<file path="config.mk">
export PLATFORM = sky130hd
export DESIGN_NAME = bpx_port
export DESIGN_NICKNAME = d
export VERILOG_FILES = /design/src/design/bpx_pkg.sv /design/src/design/bpx_port.sv
export SDC_FILE = /design/constraint.sdc
export NUM_CORES = 1
export LEC_CHECK = 0
export BUFFER_PORTS_ARGS = -buffer_cell sky130_fd_sc_hd__buf_4
export CORE_MARGIN = 1
export CORE_UTILIZATION = 49
export CTS_BUF_LIST = sky130_fd_sc_hd__clkbuf_8
export CTS_CLUSTER_DIAMETER = 100
export DETAILED_ROUTE_END_ITERATION = 12
export HOLD_SLACK_MARGIN = 0.08
export PLACE_DENSITY = 0.83
export RECOVER_POWER = 50
export SLEW_MARGIN = 30
export SYNTH_ARGS = -nofsm -noshare
export SYNTH_HDL_FRONTEND = slang
export SYNTH_SLANG_ARGS = --single-unit
export TNS_END_PERCENT = 20
</file>
<file path="constraint.sdc">
create_clock -name REF_CLK -period 1.5 [get_ports REF_CLK]
set_input_delay 0.375 -clock REF_CLK [delete_from_list [all_inputs] [get_ports REF_CLK]]
set_output_delay 0.375 -clock REF_CLK [all_outputs]
set_load 0.01 [all_outputs]
</file>
<file path="src/design/bpx_pkg.sv">
// Constants for the bidirectional port with external interrupt lines.
// Assumes a single 25 MHz clock and a synchronous active-high reset.
// ---------------------------------------------------------------------
// Overview of operation
// RQ1 - Up to eight pins, each input with or without interrupt, or output.
// RQ2 - Bit n of data, direction and option registers belongs to pin n.
// RQ3 - Direction clear: pin is input and data read returns pin level.
// RQ4 - Data write on an input pin only updates the latch.
// RQ5 - Input option bit picks floating or pull-up; pull-up only then.
// RQ6 - Interrupt input raises a request on an event matching its sensitivity.
// RQ7 - Each interrupt line has its own sensitivity field in a control register.
// RQ8 - Enabled pins sharing a line are ANDed before edge detection.
// RQ9 - Vector fetch by the CPU clears the pending request latch.
// RQ10 - A write changing a line's sensitivity clears its pending request.
// RQ11 - Disabled pin feeds logic 1 to the edge detector.
// RQ12 - Software enables interrupts via rising edge, option set, then sensitivity.
// RQ13 - Software disables via falling edge, option clear, then rising edge.
// RQ14 - Direction set: pin driven from latch; read returns latch value.
// RQ15 - Output option picks push-pull or open-drain; zero drives low.
// RQ16 - Software writes data before switching a pin to output.
// RQ17 - Peripheral output overrides port and forces pin to output.
// RQ18 - Peripheral input pins are floating inputs, still readable.
// RQ19 - Input pin with peripheral output enabled reads peripheral output.
// RQ20 - Output pin feeding peripheral input gives it the data latch.
// RQ21 - Software keeps alternate function off on interrupt inputs.
// RQ22 - Analog inputs are floating; software keeps pins quiet meanwhile.
// RQ23 - Request reaches CPU only on interrupt input with mask clear.
// RQ24 - Pins are synchronised before edge detection.
// ---------------------------------------------------------------------
package bpx_pkg;

  // Register offsets
  localparam logic [1:0] BPX_OFS_DATA = 2'h0;
  localparam logic [1:0] BPX_OFS_DIR  = 2'h1;
  localparam logic [1:0] BPX_OFS_OPT  = 2'h2;
  localparam logic [1:0] BPX_OFS_SENS = 2'h3;

  // Reset values
  localparam logic [7:0] BPX_RST_DATA = 8'h00;
  localparam logic [7:0] BPX_RST_DIR  = 8'h00;
  localparam logic [7:0] BPX_RST_OPT  = 8'h00;
  localparam logic [7:0] BPX_RST_SENS = 8'h00;

  // Sensitivity field width and codes
  localparam int         BPX_SENS_W       = 2;
  localparam logic [1:0] BPX_SENS_FALL_LOW = 2'h0;
  localparam logic [1:0] BPX_SENS_RISE     = 2'h1;
  localparam logic [1:0] BPX_SENS_FALL     = 2'h2;
  localparam logic [1:0] BPX_SENS_BOTH     = 2'h3;

endpackage

</file>
<file path="src/design/bpx_port.sv">
// Bidirectional port: data, direction, option and sensitivity registers,
// pin drivers, alternate-function override and external interrupt lines.
// Assumes pins are asynchronous and the CPU supplies mask and vector fetch.
//
// Implementation choices: the address map and the strobed register port.
`timescale 1ns/1ns
module bpx_port
  import bpx_pkg::*;
#(
  parameter int         WIDTH      = 8,
  parameter int         NUM_IRQ    = 2,
  parameter logic [7:0] IRQ_GRP0   = 8'h01,
  parameter logic [7:0] IRQ_GRP1   = 8'h80
) (
  // Clock and reset
  input  wire logic               REF_CLK,
  input  wire logic               SRST,
  // Register port
  input  wire logic [1:0]         ADDR,
  input  wire logic [7:0]         WDATA,
  input  wire logic               WR,
  input  wire logic               RD,
  output logic      [7:0]         RDATA,
  // Pins
  input  wire logic [WIDTH-1:0]   PIN_I,
  output logic      [WIDTH-1:0]   PIN_O,
  output logic      [WIDTH-1:0]   PIN_OE,
  output logic      [WIDTH-1:0]   PIN_PULLUP,
  // Alternate functions
  input  wire logic [WIDTH-1:0]   ALT_OUT_EN,
  input  wire logic [WIDTH-1:0]   ALT_OUT,
  input  wire logic [WIDTH-1:0]   ALT_OPEN_DRAIN,
  output logic      [WIDTH-1:0]   ALT_IN,
  // CPU interrupt side
  input  wire logic               CPU_IRQ_MASK,
  input  wire logic [NUM_IRQ-1:0] VEC_FETCH,
  output logic      [NUM_IRQ-1:0] IRQ_REQ
);

  // ---------------------------------------------------------------
  // Registers
  // ---------------------------------------------------------------
  logic [WIDTH-1:0] data_q, dir_q, opt_q;
  logic [7:0]       sens_q;
  logic [WIDTH-1:0] sync1_q, sync2_q;
  logic [NUM_IRQ-1:0] lvl_prev_q, pend_q;
  logic [NUM_IRQ-1:0] grp_lvl;
  logic [WIDTH-1:0] irq_pin_en;
  logic [WIDTH-1:0] rd_val;

  function automatic logic [1:0] sens_field(input logic [7:0] v, input int g);
    sens_field = v[g*BPX_SENS_W +: BPX_SENS_W];
  endfunction

  function automatic logic [7:0] grp_mask(input int g);
    grp_mask = (g == 0) ? IRQ_GRP0 : IRQ_GRP1;
  endfunction

  wire wr_data = WR && (ADDR == BPX_OFS_DATA);
  wire wr_dir  = WR && (ADDR == BPX_OFS_DIR);
  wire wr_opt  = WR && (ADDR == BPX_OFS_OPT);
  wire wr_sens = WR && (ADDR == BPX_OFS_SENS);

  // Latch written whatever the direction; pin follows only in output [RQ2] [RQ4]
  always_ff @(posedge REF_CLK) begin
    if (SRST) begin
      data_q <= WIDTH'(BPX_RST_DATA);
    end else if (wr_data) begin
      data_q <= WDATA[WIDTH-1:0];
    end
  end

  always_ff @(posedge REF_CLK) begin
    if (SRST) begin
      dir_q <= WIDTH'(BPX_RST_DIR);
      opt_q <= WIDTH'(BPX_RST_OPT);
    end else begin
      if (wr_dir) begin
        dir_q <= WDATA[WIDTH-1:0]; // [RQ1]
      end
      if (wr_opt) begin
        opt_q <= WDATA[WIDTH-1:0];
      end
    end
  end

  // Independent sensitivity per line [RQ7]
  always_ff @(posedge REF_CLK) begin
    if (SRST) begin
      sens_q <= BPX_RST_SENS;
    end else if (wr_sens) begin
      sens_q <= WDATA;
    end
  end

  // ---------------------------------------------------------------
  // Pin synchroniser
  // ---------------------------------------------------------------
  always_ff @(posedge REF_CLK) begin
    if (SRST) begin
      sync1_q <= '1;
      sync2_q <= '1;
    end else begin
      sync1_q <= PIN_I;
      sync2_q <= sync1_q; // [RQ24]
    end
  end

  // ---------------------------------------------------------------
  // Pin drivers
  // ---------------------------------------------------------------
  always_ff @(posedge REF_CLK) begin
    if (SRST) begin
      PIN_O      <= '0;
      PIN_OE     <= '0;
      PIN_PULLUP <= '0;
    end else begin
      for (int i = 0; i < WIDTH; i++) begin
        if (ALT_OUT_EN[i]) begin
          // Peripheral takes the pin as output [RQ17]
          PIN_O[i]      <= ALT_OUT[i];
          PIN_OE[i]     <= ALT_OPEN_DRAIN[i] ? ~ALT_OUT[i] : 1'b1;
          PIN_PULLUP[i] <= 1'b0;
        end else if (dir_q[i]) begin
          // Option set is push-pull, clear is open-drain [RQ14] [RQ15]
          PIN_O[i]      <= data_q[i];
          PIN_OE[i]     <= opt_q[i] ? 1'b1 : ~data_q[i];
          PIN_PULLUP[i] <= 1'b0;
        end else begin
          PIN_O[i]      <= 1'b0;
          PIN_OE[i]     <= 1'b0; // [RQ3]
          PIN_PULLUP[i] <= opt_q[i]; // [RQ5]
        end
      end
    end
  end

  // Peripheral input sees latch on outputs, pin on inputs [RQ20] [RQ18]
  always_ff @(posedge REF_CLK) begin
    if (SRST) begin
      ALT_IN <= '1;
    end else begin
      ALT_IN <= (dir_q & data_q) | (~dir_q & sync2_q);
    end
  end

  // ---------------------------------------------------------------
  // Read path
  // ---------------------------------------------------------------
  always_comb begin
    for (int i = 0; i < WIDTH; i++) begin
      if (dir_q[i]) begin
        rd_val[i] = data_q[i]; // [RQ14]
      end else if (ALT_OUT_EN[i]) begin
        rd_val[i] = ALT_OUT[i]; // [RQ19]
      end else begin
        rd_val[i] = sync2_q[i]; // [RQ3] [RQ18]
      end
    end
  end

  always_ff @(posedge REF_CLK) begin
    if (SRST) begin
      RDATA <= 8'h00;
    end else if (!RD) begin
      RDATA <= 8'h00;
    end else if (ADDR == BPX_OFS_DATA) begin
      RDATA <= 8'(rd_val);
    end else if (ADDR == BPX_OFS_DIR) begin
      RDATA <= 8'(dir_q);
    end else if (ADDR == BPX_OFS_OPT) begin
      RDATA <= 8'(opt_q);
    end else begin
      RDATA <= sens_q;
    end
  end

  // ---------------------------------------------------------------
  // External interrupt lines
  // ---------------------------------------------------------------
  assign irq_pin_en = ~dir_q & opt_q;

  generate
    for (genvar g = 0; g < NUM_IRQ; g++) begin : g_irq
      logic [WIDTH-1:0] pin_lvl;
      logic [1:0]       sens;
      logic             ev;
      logic             sens_chg;

      // Disabled pins read as one; enabled pins ANDed [RQ11] [RQ8]
      assign pin_lvl    = sync2_q | ~irq_pin_en | ~WIDTH'(grp_mask(g));
      assign grp_lvl[g] = &pin_lvl;
      assign sens       = sens_field(sens_q, g);
      assign sens_chg   = wr_sens && (sens_field(WDATA, g) != sens);

      always_comb begin
        case (sens)
          BPX_SENS_FALL_LOW: ev = ~grp_lvl[g];
          BPX_SENS_RISE:     ev = grp_lvl[g] & ~lvl_prev_q[g];
          BPX_SENS_FALL:     ev = ~grp_lvl[g] & lvl_prev_q[g];
          default:           ev = grp_lvl[g] ^ lvl_prev_q[g];
        endcase
      end

      always_ff @(posedge REF_CLK) begin
        if (SRST) begin
          lvl_prev_q[g] <= 1'b1;
        end else begin
          lvl_prev_q[g] <= grp_lvl[g]; // [RQ24]
        end
      end

      // New event wins over a clear in the same cycle
      always_ff @(posedge REF_CLK) begin
        if (SRST) begin
          pend_q[g] <= 1'b0;
        end else if (ev) begin
          pend_q[g] <= 1'b1; // [RQ6]
        end else if (VEC_FETCH[g] || sens_chg) begin
          pend_q[g] <= 1'b0; // [RQ9] [RQ10]
        end
      end

      assign IRQ_REQ[g] = pend_q[g] & ~CPU_IRQ_MASK; // [RQ23]
    end
  endgenerate

endmodule

</file>
; After elaboration in Yosys (flattened, before gate mapping)
; Cells that the tools add are included.
[totals]
regBits = 92
latch_bits = 0
ram_bits = 0
rom_bits = 0
in_bits = 49
output_inout_bits = 42
elab_cells = 163
n_memories = 0
[classes]
n_addsub = 0
multipliers = 0
div_mod_pow = 0
n_lt_le_gt_ge = 0
n_eq_ne = 9
shift = 0
muxes = 73
bitwise = 37
reduce_logical = 22
[op_table]
columns = cell, n
row1 = 1-bit two-way mux, 68
row2 = 8-bit bitwise AND, 3
row3 = 8-bit two-way mux, 3
row4 = 3-bit OR reduction, 8
row5 = 1-bit NOT, 22
row6 = 8-bit NOT, 2
row7 = 8-bit OR, 2
row8 = 2-bit equality test (second input constant), 4
row9 = 1-bit bitwise AND, 6
row10 = 2-bit by 1-bit equality test with 1-bit output (second input constant), 3
row11 = 1-bit logical AND, 6
row12 = 2-bit logical NOT, 3
row13 = 1-bit case mux with 3 select lines, 2
row14 = 2-bit != test, 2
row15 = 2-bit nonzero test, 2
row16 = 1-bit logical OR, 2
row17 = 2-bit OR reduction, 1
row18 = 1-bit bitwise XOR, 2

; Depth between registers and ports, before layout
[depth]
word_depth = 8
mapped_depth = 7

; Least setup slack after synthesis
; No wires, ideal clock.
[synth_path]
kind = register to register
start = reg dir_q[7]
end = reg pend_q[1]
setup_time_ns = 0.060
t_arrival_ns = 1.477
required_ns = 1.440
slack_ns = -0.037
path_stages_with_launch = 8
n_path_buf = 1
synth_period_minus_slack_ns = 1.537
path_cell_list = dfxtp_1 > buf_6 > or3b_4 > inv_1 > ha_1 > nand2b_1 > a31oi_1 > a32o_1
[synth_between]
elab_chain_cells = 8
[synth_lines]
columns = element, line_no
row1 = start: declaration, bpx_port.sv:43  ; logic [WIDTH-1:0] data_q, dir_q, opt_q;
row2 = start signal: assignment, bpx_port.sv:75  ; dir_q <= WIDTH'(BPX_RST_DIR);
row3 = start signal: assignment, bpx_port.sv:79  ; dir_q <= WDATA[WIDTH-1:0];
row4 = 8-bit NOT *, bpx_port.sv:181  ; assign irq_pin_en = ~dir_q & opt_q;
row5 = 8-bit bitwise AND *, bpx_port.sv:181
row6 = 8-bit NOT *, bpx_port.sv:191  ; assign pin_lvl = sync2_q | ~irq_pin_en | ~WIDTH'(grp_mask(g));
row7 = 8-bit OR *, bpx_port.sv:191
row8 = named net g_irq[1].pin_lvl[7], bpx_port.sv:185  ; logic [WIDTH-1:0] pin_lvl;
row9 = 1-bit NOT, "bpx_port.sv:198, bpx_port.sv:200"
row10 = 1-bit bitwise AND, bpx_port.sv:200  ; BPX_SENS_FALL: ev = ~grp_lvl[g] & lvl_prev_q[g];
row11 = 1-bit case mux with 3 select lines *, bpx_port.sv:197  ; case (sens)
row12 = 1-bit two-way mux or 2-bit nonzero test (tied branches), n/a
row13 = end signal: indexed assignment, bpx_port.sv:216  ; pend_q[g] <= 1'b0;
row14 = end signal: indexed assignment, bpx_port.sv:218  ; pend_q[g] <= 1'b1;
row15 = end signal: indexed assignment, bpx_port.sv:220  ; pend_q[g] <= 1'b0;
row16 = end: declaration, bpx_port.sv:46  ; logic [NUM_IRQ-1:0] lvl_prev_q, pend_q;
; Mark *: on every way through the listed nets, which the timed path passes. The rest lies on a longest branch.
; A chain may end at the register's enable or synchronous reset.

; Final worst setup path
[layout_path]
start = reg sync2_q[0]
end = reg pend_q[0]
[layout_between]
elab_chain_cells = 5
[layout_lines]
columns = element, line_no
row1 = start: declaration, bpx_port.sv:45  ; logic [WIDTH-1:0] sync1_q, sync2_q;
row2 = start signal: assignment, bpx_port.sv:105  ; sync2_q <= sync1_q;
row3 = 8-bit OR *, n/a
row4 = named net g_irq[0].pin_lvl[0], bpx_port.sv:185
row5 = 1-bit NOT, "bpx_port.sv:198, bpx_port.sv:200"
row6 = 1-bit bitwise AND, bpx_port.sv:200
row7 = 1-bit case mux with 3 select lines *, bpx_port.sv:197
row8 = 1-bit two-way mux or 2-bit nonzero test (tied branches), n/a
; Marked as above.

==> flow_summary.toml <==
[setup_path]
r2r_cells = 6
cp-end-kind = "register"
rr_startpoint = "sync2_q[0]$_SDFF_PP1_"
crit_slowest_cell = "or3b_4"
rrSetupSlack_ns = 0.01
critPathKind = "reg -> reg"
crit_path_max_fanout = 3
path_cells = "or3b_4 > inv_2 > ha_4 > nand2b_4 > a31oi_4 > a32o_1"
rr_endpoint = "pend_q[0]$_SDFFE_PP0P_"
cp.depth = 6
crit_buf_inv = 1
critPathRequiredTime_ns = 1.80
cp_top_family = "simple AND/OR/NAND/NOR gates"
critical-path-max-stage-delay_ns = 0.40
start_kind = "register"
cp.arrival_ns = 1.79

[synth]
syn-cell-area_um2 = 3606
ys.warnings.count = 0
synth_top_area_share_pct = 51.08
ys_top_cells_by_count = "92 x dfxtp_1, 40 x a21oi_1, 34 x mux2i_1"
ys_async_sr_fraction_pct = 0
yosysSeqAreaShare_pct = 51.08
yosys.area.top_type = "dfxtp_1"
synth_cell_type_count = 37
avgSynthCellArea_um2 = 9.616
mappedNetlistNets = 428
yosysMostFrequentCell = "dfxtp_1"
synthTopCellsByArea = "dfxtp_1 51%, mux2i_1 9.4%, a21oi_1 5.6%"
ys_ff_latch = 92
netlist_instances = 375
yosys_most_used_dff = "dfxtp_1"
synth_edf_count = 0

[clock_tree]
clkSinkCount = 92
cts_root_buf = "clkbuf_8"
tritoncts = "done"
clk-insertion-delay-late_ns = 0.35
numCtsBuffers = 9
cts-htree-levels = 3
clkTransAtPathRegs_ns = 0.09
clock_path_buffers = 2

[worst_hold_path]
min_from = "PIN_I[6]"
whs_endpoint = "sync1_q[6]$_SDFF_PP1_"
hold_depth = 2
hp-class = "in -> reg"

[detailed_routing]
via_count = 3050
totalWireLength_mm = 8.103
ant_nets = 0
drtIter0Drc = 117
vias_per_cell = 5.286
drc_errors = 0
drt_pass1_iterations = 4
avgRoutedWirePerCell_um = 14.04

[cells_and_area]
fin_nets = 529
final_cells = 577
synthToLayoutAreaGrowth_pct = 31.78
drive_gt1_share_pct = 32.85
nFillCells = 559
diodes = 0

[pwr]
p_seq_share_pct = 52.7
swShare_pct = 22.96
p_per_area_nw_per_um2 = 1033
switchingPower_mw = 1.127
total_leakage_power_nw = 2.105
worst_ir_drop_vdd_mv = 0.5500
power.internal_mw = 3.782
p_comb_share_pct = 10.9
p_clk_share_pct = 36.4

[placement]
dpl.hpwl_mm = 5.499
place_congestion = 0.8307
place_inst = 557
pre_cts_ws_ns = -0.02587
io_buffers = 90

[timing]
tns_ns = 0
fin_crit_ns = 1.489
max_freq_mhz = 671.8
finalCritPeriodShare_pct = 99.24
finalWorstSetupSlack_ns = 0.01136
setup_violations = 0
tightest_slew_ns = 0.5054
finalHoldViolCount = 0
relSlewSlack_pct = 66.31
final_max_slew_viol_count = 0
finClkSkew_ns = 0.006702
rsz0062_at_grt = "yes"

[floorplanning]
core_um2 = 6944
dieArea_um2 = 7706
die_y_um = 87.79
io_pins = 91
initial_core_util_pct = 51.93
die_w_um = 87.79
rows = 30

[grt]
first_global_vias = 2882
grt-ovfl-total = 0
grtUsageTotal_pct = 21.28
grt_pass1_wl_mm = 12.63
antenna_found_initial = 0
grt_start_max_net_pins = 87

[flow_run]
drv_cap = 0

[outcome]
outcome = "complete, no violations"
## flip-flops by register name, indices dropped and copies added (netlist names)
name,count
ALT_IN,8
PIN_O,8
PIN_OE,8
PIN_PULLUP,8
RDATA,8
data_q,8
dir_q,8
lvl_prev_q,2
opt_q,8
pend_q,2
sens_q,8
sync1_q,8
sync2_q,8
## timing repair
action / 4_1_cts / 5_1_grt
hold buffers: 0 / 0
gates resized for setup: 8 / 4
cloned: 0 / 0
pin swaps: 6 / 3
buffers inserted: 3 / 1
endpoints found under the setup margin: 2 / 2
## through the flow
step / utilization (%) / power (mW) / hold WS (ns) / area (µm²)
after detailed placement: 63.78 / 3.168 / 0.3929 / 4429
after CTS: 67.87 / 4.942 / 0.1854 / 4713
after global routing: 68.43 / 5.099 / 0.1868 / 4752
after floorplan: - / 2.897 / 0.3895 / 3606
final: 68.43 / 4.909 / 0.1982 / 4752
after global placement: 63.78 / 3.151 / 0.3935 / 4429
## power by group through the flow
stage               sequential (mW)  clock [mW]  combinational (mW)
global route                   2.60        1.92               0.583
floorplan                      2.65           0               0.244
finish                         2.59        1.79               0.534
CTS                            2.59        1.83               0.531
detailed placement             2.64           0               0.526
global placement               2.64           0               0.513
## worst max-delay path by stage
stage	from	slack, ns	endpoint
after detailed placement	sync2_q[7]$_SDFF_PP1_	-0.03	pend_q[1]$_SDFFE_PP0P_
after global routing	sync2_q[7]$_SDFF_PP1_	-0.04	pend_q[1]$_SDFFE_PP0P_
after floorplan	dir_q[7]$_SDFFE_PP0P_	-0.01	pend_q[1]$_SDFFE_PP0P_
final	sync2_q[0]$_SDFF_PP1_	0.01	pend_q[0]$_SDFFE_PP0P_
after global placement	sync2_q[7]$_SDFF_PP1_	0.05	pend_q[1]$_SDFFE_PP0P_
after CTS	dir_q[7]$_SDFFE_PP0P_	-0.008	pend_q[1]$_SDFFE_PP0P_
## cells in the final DEF (no fill, tap or decap), types with 2 or more instances in the layout
| cell type | n |
|---|---|
| bufinv_16 | 2 |
| mux2i_1 | 34 |
| o311a_1 | 6 |
| o21a_1 | 2 |
| nand3b_1 | 5 |
| a32o_1 | 2 |
| or2_2 | 17 |
| a311oi_1 | 8 |
| ha_1 | 2 |
| a211o_1 | 2 |
| a21oi_1 | 40 |
| ha_4 | 2 |
| nor4b_1 | 6 |
| a31oi_4 | 2 |
| or3_1 | 5 |
| or3b_4 | 2 |
| nand2_1 | 31 |
| clkbuf_8 | 10 |
| inv_2 | 2 |
| nor3_1 | 2 |
| a31oi_1 | 6 |
| nand2b_1 | 18 |
| xor2_1 | 4 |
| o21ai_0 | 10 |
| inv_1 | 16 |
| nor2_1 | 26 |
| o31ai_1 | 2 |
| nor2b_1 | 3 |
| dfxtp_2 | 4 |
| buf_4 | 109 |
| nand2b_4 | 2 |
| dfxtp_1 | 88 |
## cell type report
type | count | area (µm²) | area share, %
multi-input cells | 247 | 1669 | 35.12
clock buffers | 10 | 137.6 | 2.896
repair buffers | 110 | 838.3 | 17.64
clock inverters | 6 | 80.08 | 1.685
flip-flops and latches | 92 | 1847 | 38.86
well taps | 96 | 120.1 | 2.528
inverters | 16 | 60.06 | 1.264
## worst reg2reg max path, cell delays in order, from the launching register on
cell and delay, ns:
dfxtp_2 0.33, or3b_4 0.40, inv_2 0.08, ha_4 0.19
nand2b_4 0.14, a31oi_4 0.16, a32o_1 0.14
## layer usage
layer	up-vias	track usage [%]	part of all wire (%)
li1	1495	-	-
met1	1451	25.84	43
met2	88	36.79	50
met3	16	3.676	5.4
met4	0	9.687	2.0
met5	-	0	0
## cell families after synthesis
logic type	count (synthesis)	synth area share, %
AOI/OAI and AO/OA	82	14.19
xor gates and xnor gates	4	0.9714
adders and majority gates	4	1.388
buffers and inverters	36	4.719
DFF	92	51.08
muxes	34	9.438
and+or+nand+nor	123	18.22
Note: power is estimated with default switching activity, not from simulation.
